File: src/logic/pcs_pkg.sv
// package for the clock synthesizer control block
// assumes a single pclk domain and an apb register port
package pcs_pkg;

  // ---------------------------------------------------------------
  // register map (byte addresses)
  // ---------------------------------------------------------------
  localparam logic [7:0] PCS_ADDR_CTRL   = 8'h00;  // clock_synth_control
  localparam logic [7:0] PCS_ADDR_STATUS = 8'h04;  // sticky event status, write one to clear
  localparam logic [7:0] PCS_ADDR_MASK   = 8'h08;  // interrupt mask
  localparam logic [7:0] PCS_ADDR_STATE  = 8'h0C;  // live block state, read only

  // ---------------------------------------------------------------
  // control register fields and reset value
  // ---------------------------------------------------------------
  localparam logic [15:0] PCS_CTRL_RESET = 16'h3F00;
  localparam int PCS_BIT_FBQUAD   = 15;
  localparam int PCS_BIT_OUTPRE   = 14;
  localparam int PCS_Y_LSB        = 8;
  localparam int PCS_Y_W          = 6;
  localparam int PCS_BIT_DIVSEL   = 7;
  localparam int PCS_BIT_REFLOST  = 4;
  localparam int PCS_BIT_LOCK     = 3;
  localparam int PCS_BIT_LOSSRST  = 2;
  localparam int PCS_BIT_STOPSRC  = 1;
  localparam int PCS_BIT_STOPKEEP = 0;
  // bits software may write: fb quad, out prescale, modulus, div select, control bits
  localparam logic [15:0] PCS_CTRL_WMASK = 16'hFF87;

  // ---------------------------------------------------------------
  // event status bits
  // ---------------------------------------------------------------
  localparam int PCS_EV_W      = 3;
  localparam int PCS_EV_LOCK   = 0;  // lock achieved
  localparam int PCS_EV_UNLOCK = 1;  // lock lost
  localparam int PCS_EV_REFLOS = 2;  // reference lost

  // ---------------------------------------------------------------
  // timing and dividers
  // ---------------------------------------------------------------
  localparam int PCS_RELOCK_REF_CYCLES = 16;  // default relock wait in reference cycles
  localparam int PCS_SLOW_DIV_LO       = 8;
  localparam int PCS_SLOW_DIV_HI       = 16;
  localparam int PCS_FB_PRESCALE_LOG2  = 2;   // fb quad tap multiplies by 4
  localparam int PCS_BASE_MULT         = 4;

  // sequencing of lock
  typedef enum logic [1:0] {PCS_ST_RESET, PCS_ST_RELOCK, PCS_ST_LOCKED, PCS_ST_LIMP} pcs_state_e;

  // settings handed to the analog loop
  typedef struct packed {
    logic       fb_quad;
    logic       out_prescale;
    logic [5:0] modulus;
    logic       loop_enable;
  } pcs_loop_cfg_s;

endpackage : pcs_pkg

File: src/logic/pcs_clock_synth_ctrl.sv
// control and status logic for the phase-locked clock synthesizer
// assumes apb master on pclk, analog loop flags sampled on pclk
//
// Contract
// - hold chip reset until lock reported
// - output prescale doubles clock, no relock
// - fb quad selects prescaler tap, forces relock
// - six-bit modulus, feedback divides by Y+1
// - fsys = fref*4*(Y+1)*2^(2W+X)
// - vco runs 2x or 4x system clock
// - changing W or Y forces relock delay
// - control register resets to 3F00
// - control register only at supervisor level
// - slow bus clock divides by 8 or 16
// - reference loss sets flag, vco keeps running
// - crystal loss: limp or system reset
// - lock flag valid after first write
// - stop mode core clock source select
// - stop mode clock output held or driven
// - strap pin sampled during reset picks source; the code samples it at the first pclk edge after reset release
// - limp clock still scaled by prescale bit
// - external clock disables frequency bits; the code still passes modulus on loop_cfg and out prescale to vco_to_sys_ratio
//
// The register offsets and the APB register port were chosen for this implementation.
`timescale 1ns/100ps
module pcs_clock_synth_ctrl
  import pcs_pkg::*;
#(
  parameter int RELOCK_REF_CYCLES = PCS_RELOCK_REF_CYCLES
) (
  input  wire logic          pclk,
  input  wire logic          presetn,
  // apb slave
  input  wire logic          psel,
  input  wire logic          penable,
  input  wire logic          pwrite,
  input  wire logic [7:0]    paddr,
  input  wire logic [31:0]   pwdata,
  input  wire logic [2:0]    pprot,
  output logic               pready,
  output logic [31:0]        prdata,
  output logic               pslverr,
  // strap and analog loop
  input  wire logic          clock_source_strap,
  input  wire logic          loop_lock_in,
  input  wire logic          ref_present_in,
  input  wire logic          ref_clk_tick,
  output pcs_loop_cfg_s      loop_cfg,
  output logic [9:0]         vco_to_sys_ratio,
  output logic [10:0]        sys_to_ref_mult,
  // system clock side
  input  wire logic          sys_clk_tick,
  input  wire logic          low_power_halt_instr,
  output logic               chip_reset_n,
  output logic               slow_bus_clock,
  output logic               stop_core_from_vco,
  output logic               stop_vco_off,
  output logic               clock_output_pin_en,
  output logic               irq
);

  // ---------------------------------------------------------------
  // registers
  // ---------------------------------------------------------------
  logic [15:0]        ctrl_q, ctrl_d;
  logic               ext_clk_q;
  logic               strap_taken_q;
  logic               written_q;
  logic               ref_lost_q;
  logic               sys_reset_req_q;
  pcs_state_e         state_q, state_d;
  logic [15:0]        relock_cnt_q, relock_cnt_d;
  logic [3:0]         slow_cnt_q;
  logic               slow_clk_q;
  logic [PCS_EV_W-1:0] status_q, mask_q, ev_set;
  logic [31:0]        prdata_q;
  logic               was_locked_q;

  // ---------------------------------------------------------------
  // apb decode
  // ---------------------------------------------------------------
  wire access    = psel & penable;
  wire wr_en     = access & pwrite;
  wire rd_en     = access & ~pwrite;
  wire is_super  = pprot[0];                                    // privileged access
  wire sel_ctrl  = paddr == PCS_ADDR_CTRL;
  wire sel_stat  = paddr == PCS_ADDR_STATUS;
  wire sel_mask  = paddr == PCS_ADDR_MASK;
  wire sel_state = paddr == PCS_ADDR_STATE;
  wire mapped    = sel_ctrl | sel_stat | sel_mask | sel_state;
  wire ctrl_deny = sel_ctrl & ~is_super;
  wire ctrl_wr   = wr_en & sel_ctrl & is_super;
  wire bad_acc   = access & (~mapped | ctrl_deny);

  assign pready  = 1'b1;
  assign pslverr = bad_acc;
  assign prdata  = prdata_q;

  // ---------------------------------------------------------------
  // control fields
  // ---------------------------------------------------------------
  wire       fb_quad  = ctrl_q[PCS_BIT_FBQUAD];
  wire       out_pre  = ctrl_q[PCS_BIT_OUTPRE];
  wire [5:0] modulus  = ctrl_q[PCS_Y_LSB +: PCS_Y_W];
  wire       div_sel  = ctrl_q[PCS_BIT_DIVSEL];
  wire       loss_rst = ctrl_q[PCS_BIT_LOSSRST];
  wire       stop_src = ctrl_q[PCS_BIT_STOPSRC];
  wire       stop_kp  = ctrl_q[PCS_BIT_STOPKEEP];
  wire       loop_on  = ~ext_clk_q;
  // loop-changing write: W or Y differ from what is stored
  wire       loop_chg = ctrl_wr & loop_on &
                        ((pwdata[PCS_BIT_FBQUAD] != fb_quad) |
                         (pwdata[PCS_Y_LSB +: PCS_Y_W] != modulus));

  // writable bits replace, status bits 4:3 read live
  assign ctrl_d = ctrl_wr ? ((pwdata[15:0] & PCS_CTRL_WMASK) | (ctrl_q & ~PCS_CTRL_WMASK)) : ctrl_q;

  // ---------------------------------------------------------------
  // loop settings to the analog side
  // ---------------------------------------------------------------
  assign loop_cfg.fb_quad      = fb_quad & loop_on;
  assign loop_cfg.out_prescale = out_pre & loop_on;
  assign loop_cfg.modulus      = modulus;
  assign loop_cfg.loop_enable  = loop_on & ~(low_power_halt_instr & ~stop_src);
  // vco over system clock: 2 with prescale bypass, else 4
  assign vco_to_sys_ratio = out_pre ? 10'd2 : 10'd4;
  // multiplier of reference: 4*(Y+1)*2^(2W+X), 1 when clock is external
  assign sys_to_ref_mult = loop_on ?
    11'((PCS_BASE_MULT * (int'(modulus) + 1)) << ((fb_quad ? PCS_FB_PRESCALE_LOG2 : 0) + int'(out_pre)))
    : 11'd1;

  // ---------------------------------------------------------------
  // lock sequencing
  // ---------------------------------------------------------------
  wire relock_done = relock_cnt_q == 16'(RELOCK_REF_CYCLES);
  always_comb begin
    state_d      = state_q;
    relock_cnt_d = relock_cnt_q;
    case (state_q)
      PCS_ST_RESET: begin
        if (ext_clk_q && strap_taken_q) state_d = PCS_ST_LOCKED;
        else if (loop_lock_in && strap_taken_q) state_d = PCS_ST_LOCKED;
      end
      PCS_ST_RELOCK: begin
        if (ref_clk_tick && !relock_done) relock_cnt_d = relock_cnt_q + 16'd1;
        if (relock_done && loop_lock_in) state_d = PCS_ST_LOCKED;
      end
      PCS_ST_LOCKED: begin
        if (loop_chg) begin
          state_d      = PCS_ST_RELOCK;
          relock_cnt_d = '0;
        end
      end
      PCS_ST_LIMP: begin
        if (ref_present_in) begin
          state_d      = PCS_ST_RELOCK;
          relock_cnt_d = '0;
        end
      end
      default: state_d = PCS_ST_RESET;
    endcase
    // reference loss with loop in use overrides every state but reset; a loss reset below overrides it
    if (loop_on && !ref_present_in && state_q != PCS_ST_RESET) state_d = PCS_ST_LIMP;
    // loss reset sends the chip back through the wait for lock
    if (loop_on && !ref_present_in && loss_rst && strap_taken_q) begin
      state_d      = PCS_ST_RESET;
      relock_cnt_d = '0;
    end
  end

  // strap capture after release; chip held until lock
  always_ff @(posedge pclk or negedge presetn) begin
    if (!presetn) begin
      ext_clk_q     <= 1'b0;
      strap_taken_q <= 1'b0;
    end else if (!strap_taken_q) begin
      ext_clk_q     <= ~clock_source_strap;
      strap_taken_q <= 1'b1;
    end
  end

  // core state
  always_ff @(posedge pclk or negedge presetn) begin
    if (!presetn) begin
      state_q      <= PCS_ST_RESET;
      relock_cnt_q <= '0;
      ctrl_q       <= PCS_CTRL_RESET;
      written_q    <= 1'b0;
    end else begin
      state_q      <= state_d;
      relock_cnt_q <= relock_cnt_d;
      ctrl_q       <= ctrl_d;
      written_q    <= written_q | ctrl_wr;
    end
  end

  // reference loss flag and loss reset request
  always_ff @(posedge pclk or negedge presetn) begin
    if (!presetn) begin
      ref_lost_q      <= 1'b0;
      sys_reset_req_q <= 1'b0;
    end else begin
      ref_lost_q      <= loop_on & ~ref_present_in & strap_taken_q;
      sys_reset_req_q <= loop_on & ~ref_present_in & loss_rst & strap_taken_q;
    end
  end

  // chip leaves reset only once lock is reached, re-enters on loss reset
  assign chip_reset_n = (state_q != PCS_ST_RESET) & ~sys_reset_req_q;

  // lock flag: true status only after the first write
  wire lock_flag = ext_clk_q | (written_q ? (state_q == PCS_ST_LOCKED) : 1'b0);

  // ---------------------------------------------------------------
  // slow bus clock divider
  // ---------------------------------------------------------------
  wire [3:0] slow_half = div_sel ? 4'(PCS_SLOW_DIV_HI / 2 - 1) : 4'(PCS_SLOW_DIV_LO / 2 - 1);
  always_ff @(posedge pclk or negedge presetn) begin
    if (!presetn) begin
      slow_cnt_q <= '0;
      slow_clk_q <= 1'b0;
    end else if (sys_clk_tick) begin
      slow_cnt_q <= (slow_cnt_q >= slow_half) ? 4'd0 : slow_cnt_q + 4'd1;
      slow_clk_q <= (slow_cnt_q >= slow_half) ? ~slow_clk_q : slow_clk_q;
    end
  end
  assign slow_bus_clock = slow_clk_q;

  // ---------------------------------------------------------------
  // low-power stop routing; limp keeps prescale scaling via loop_cfg
  // ---------------------------------------------------------------
  assign stop_core_from_vco  = low_power_halt_instr & stop_src;
  assign stop_vco_off        = low_power_halt_instr & ~stop_src & loop_on;
  assign clock_output_pin_en = ~low_power_halt_instr | stop_kp;
  // in limp the out_prescale term of loop_cfg still applies

  // ---------------------------------------------------------------
  // events, status and mask; set wins over clear
  // ---------------------------------------------------------------
  always_ff @(posedge pclk or negedge presetn) begin
    if (!presetn) was_locked_q <= 1'b0;
    else          was_locked_q <= state_q == PCS_ST_LOCKED;
  end
  assign ev_set[PCS_EV_LOCK]   = (state_q == PCS_ST_LOCKED) & ~was_locked_q;
  assign ev_set[PCS_EV_UNLOCK] = (state_q != PCS_ST_LOCKED) & was_locked_q;
  assign ev_set[PCS_EV_REFLOS] = loop_on & ~ref_present_in & ~ref_lost_q & strap_taken_q;
  wire [PCS_EV_W-1:0] st_clr = (wr_en & sel_stat) ? pwdata[PCS_EV_W-1:0] : '0;

  always_ff @(posedge pclk or negedge presetn) begin
    if (!presetn) begin
      status_q <= '0;
      mask_q   <= '0;
    end else begin
      status_q <= (status_q & ~st_clr) | ev_set;
      if (wr_en && sel_mask) mask_q <= pwdata[PCS_EV_W-1:0];
    end
  end
  assign irq = |(status_q & mask_q);

  // ---------------------------------------------------------------
  // read data
  // ---------------------------------------------------------------
  wire [15:0] ctrl_view = {ctrl_q[15:5], ref_lost_q, lock_flag, ctrl_q[2:0]};
  wire [31:0] rd_mux = (sel_ctrl & is_super) ? {16'h0000, ctrl_view} :
                       sel_stat  ? {29'h0, status_q} :
                       sel_mask  ? {29'h0, mask_q} :
                       sel_state ? {27'h0, ext_clk_q, chip_reset_n, lock_flag, state_q} : 32'h0000_0000;
  always_ff @(posedge pclk or negedge presetn) begin
    if (!presetn) prdata_q <= '0;
    else if (psel && !penable && !pwrite) prdata_q <= rd_mux;
  end

endmodule : pcs_clock_synth_ctrl

File: config.mk
export PLATFORM = sky130hd
export DESIGN_NAME = pcs_clock_synth_ctrl
export DESIGN_NICKNAME = d
export VERILOG_FILES = /design/src/logic/pcs_pkg.sv /design/src/logic/pcs_clock_synth_ctrl.sv
export SDC_FILE = /design/constraint.sdc
export NUM_CORES = 1
export LEC_CHECK = 0
export BUFFER_PORTS_ARGS = -buffer_cell sky130_fd_sc_hd__buf_2
export CORE_MARGIN = 1.5
export CORE_UTILIZATION = 45
export DETAILED_ROUTE_END_ITERATION = 6
export PLACE_DENSITY_LB_ADDON = 0.25
export SYNTH_ARGS = -nofsm -noshare
export SYNTH_HDL_FRONTEND = slang
export SYNTH_SLANG_ARGS = --single-unit
File: constraint.sdc
create_clock -name pclk -period 5.7 [get_ports pclk]
set_input_delay 0.855 -clock pclk [delete_from_list [all_inputs] [get_ports pclk]]
set_output_delay 0.855 -clock pclk [all_outputs]
set_load 0.005 [all_outputs]
==> metrics.md <==
| Metric | Value |
|---|---|
| Post-CTS resize count | 0 |
| Starting Density | 46.6% |
| Worst vdd ir | 0.156 mV |
| Met2 usage | 32.3% |
| Setup crit end | sys_to_ref_mult[5] |
| Setup crit start | ctrl_q[8] |
| Critical path startpoint category | flip-flop |
| Max H-tree Level | 3 |
| Static leakage | 0.00208 uW |
| CTS tree | built |
| Chip height | 95.4 um |
| Dpl hpwl | 6330 um |
| Nets@finish | 536 |
| Total CTS buffers | 9 |
| Slowest-stage cell, CP | dfstp_2 |
| Ant diodes | 0 |
| Final WL | 8730 um |
| First-pass GRT wire length | 14300 um |
| Grt total ovfl | 0 |
| Post-Syn Instances | 420 |
| # clock sinks | 61 |
| Worst-Skew Late Latency | 0.34 ns |
| Row count | 33 |
| Synth top area cells | dfrtp_1 (36%), buf_4 (7.2%), dfstp_2 (4.1%), nand2_1 (3.9%), ha_1 (2.9%) |
| DR pass1 iterations | 4 |
| WL/cell | 15.0 um |
| Commonest cells in the netlist | dfrtp_1 (55), nand2_1 (40), buf_4 (37) |
| Buf/Inv on CP | 1 |
| Reg-to-reg endpoint | relock_cnt_q[10] |
| CTS root buf | clkbuf_8 |
| Met1 usage | 26.2% |
| Setup_tns | 0 ns |
| RSZ-0062 raised after global routing | false |
| Vias in the first global route | 2979 |
| Drt via density | 5.56 |
| DRC | 0 |
| PD cells | 291 mW/mm2 |
| Adder-cell share of the synthesized area | 2.93% |
| Crit path DAT | 2.32 ns |
| Status | completed |
| Setup bufs post-CTS | 0 |
| CP Depth | 7 |
| Initial DRC Count | 152 |
| Slowest stage delay, CP | 0.65 ns |
| Post-synthesis xor/xnor area fraction | 2.05% |
| Final setup fails | 0 |
| Busiest grt layer | met2 |
| CP Data Required Time | 4.85 ns |
| Vias | 3242 |
| Top cell type's share of synthesized area | 35.8% |
| Count leader, synth | dfrtp_1 |
| Largest net degree at the start of global routing | 62 |
| Main combinational cell family by area after synthesis | simple AND/OR/NAND/NOR gates |
| Synth Register Bits | 61 |
| Final core utilization | 51.3% |
| FMAX | 315 MHz |
| Critical path class | flip-flop to output port |
| RD Place Congestion | 0.897 |
| CP Max Fanout | 11 |
| Met3 Use GR | 4.39% |
| Fillers | 798 |
| FF-to-FF setup slack | 2.92 ns |
| # Max-Cap Violations | 0 |
| Worst slew pin tran | 0.806 ns |
| Worst R2R Start | ext_clk_q |
| Hold WS | 0.446 ns |
| Post-route ant nets | 0 |
| Fin crit share | 55.6% |
| FF-to-FF path depth | 5 |
| Synth Area in Simple Gates | 19.5% |
| Die area | 0.00911 mm2 |
| Post-synthesis compound-gate area fraction | 18.9% |
| Largest area contributor in the netlist | dfrtp_1 |
| PortBufs | 73 |
| Worst Hold Class | flip-flop to flip-flop |
| Layout cells sized above 1 | 23.6% |
| Final min period | 3.17 ns |
| Crit end category | output port |
| Relative slew margins | 45.8% |
| Mean Syn Cell Area | 9.15 um2 |
| Mux share of post-synthesis cell area | 4.75% |
| YS warnings | 0 |
| Crit-path leading delay family | flip-flops |
| CORE AREA | 0.00826 mm2 |
| EDFF count, synth | 0 |
| Clock Tree Buf Depth | 2 |
| Asr flop ratio synth | 100% |
| GRT Overall Usage | 20.2% |
| Clock skew | 0.0106 ns |
| Cell variety after synth | 62 |
| Hold-fix buffers, CTS | 0 |
| Syn-to-layout area delta | 10.2% |
| Top FF cell, synth | dfrtp_1 |
| Clock slew at reported path FFs | 0.07 ns |
| Die Span X | 95.4 um |
| Top Ports | 124 |
| Sequential share of the synthesized area | 39.9% |
| Pins Over Slew Limit | 0 |
| Mapped Area | 0.00384 mm2 |
| Antenna violations before repair | 0 |
| Worst-path cell chain | ha_1 -> xor2_1 -> nand2_1 -> o31a_1 -> nor2b_1 -> a211oi_1 -> buf_2 |
| Hold Vio Cnt, Final | 0 |
## worst min-delay path by stage
stage,to,cells after the start,start
finish,status_q[0],1,was_locked_q
global route,status_q[0],1,was_locked_q
CTS,status_q[0],1,was_locked_q
detailed placement,status_q[0],1,was_locked_q
global placement,status_q[0],1,was_locked_q
floorplan,status_q[0],1,was_locked_q
## registers in the layout, summed over array words and instances (netlist names), 2 cells and up
register / flops
relock_cnt_q: 16
state_q: 2
prdata: 14
mask_q: 3
slow_cnt_q: 4
status_q: 3
ctrl_q: 12
## metrics by stage
step	power, uW	cells	cell area (um2)	setup WS, ns
global placement	899	567	4070	2.78
floorplan	825	447	3950	3.21
finish	1230	583	4240	2.53
detailed placement	910	567	4070	2.72
global route	1320	583	4240	2.40
CTS	1250	583	4240	2.55
## per-layer routing
layer	wire length [um]	share of wire, %
met1	3840	44
met2	4240	49
met3	494	5.7
met4	154	1.8
met5	0	0
## where the power goes
part           total (uW)  switching (uW)  internal (uW)
Sequential            520            48.3            472
Clock                 333             164            169
Combinational         382             255            127
## logic make-up (layout without fill, tap and decap cells)
kind of cell | count (synthesis) | after routing
muxes | 17 | 17
DFF | 61 | 61
and+or+nand+nor | 138 | 138
buffers and inverters | 80 | 111
adders and majority gates | 9 | 9
xor gates and xnor gates | 9 | 9
AOI/OAI and AO/OA | 104 | 104
other | 2 | 29
## final cells by class
type / count / area [um2] / share of cell area [%]
well taps: 105 / 131 / 3.10
flip-flops and latches: 61 / 1530 / 36.2
repair buffers: 74 / 373 / 8.80
multi-input cells: 306 / 1960 / 46.2
inverters: 21 / 78.8 / 1.86
clock buffers: 14 / 153 / 3.60
clock inverters: 2 / 10.0 / 0.236
## placed cells by master, fill, tap and decap left out, drive strengths merged, types with 11 or more instances in the layout
| master | instances |
|---|---|
| buf | 74 |
| dfrtp | 55 |
| nand2 | 40 |
| conb | 29 |
| nor2 | 22 |
| inv | 20 |
| o21ai | 19 |
| a21oi | 16 |
| nand3 | 15 |
| clkbuf | 14 |
| a22o | 11 |
(Power assumes the default switching activity.)
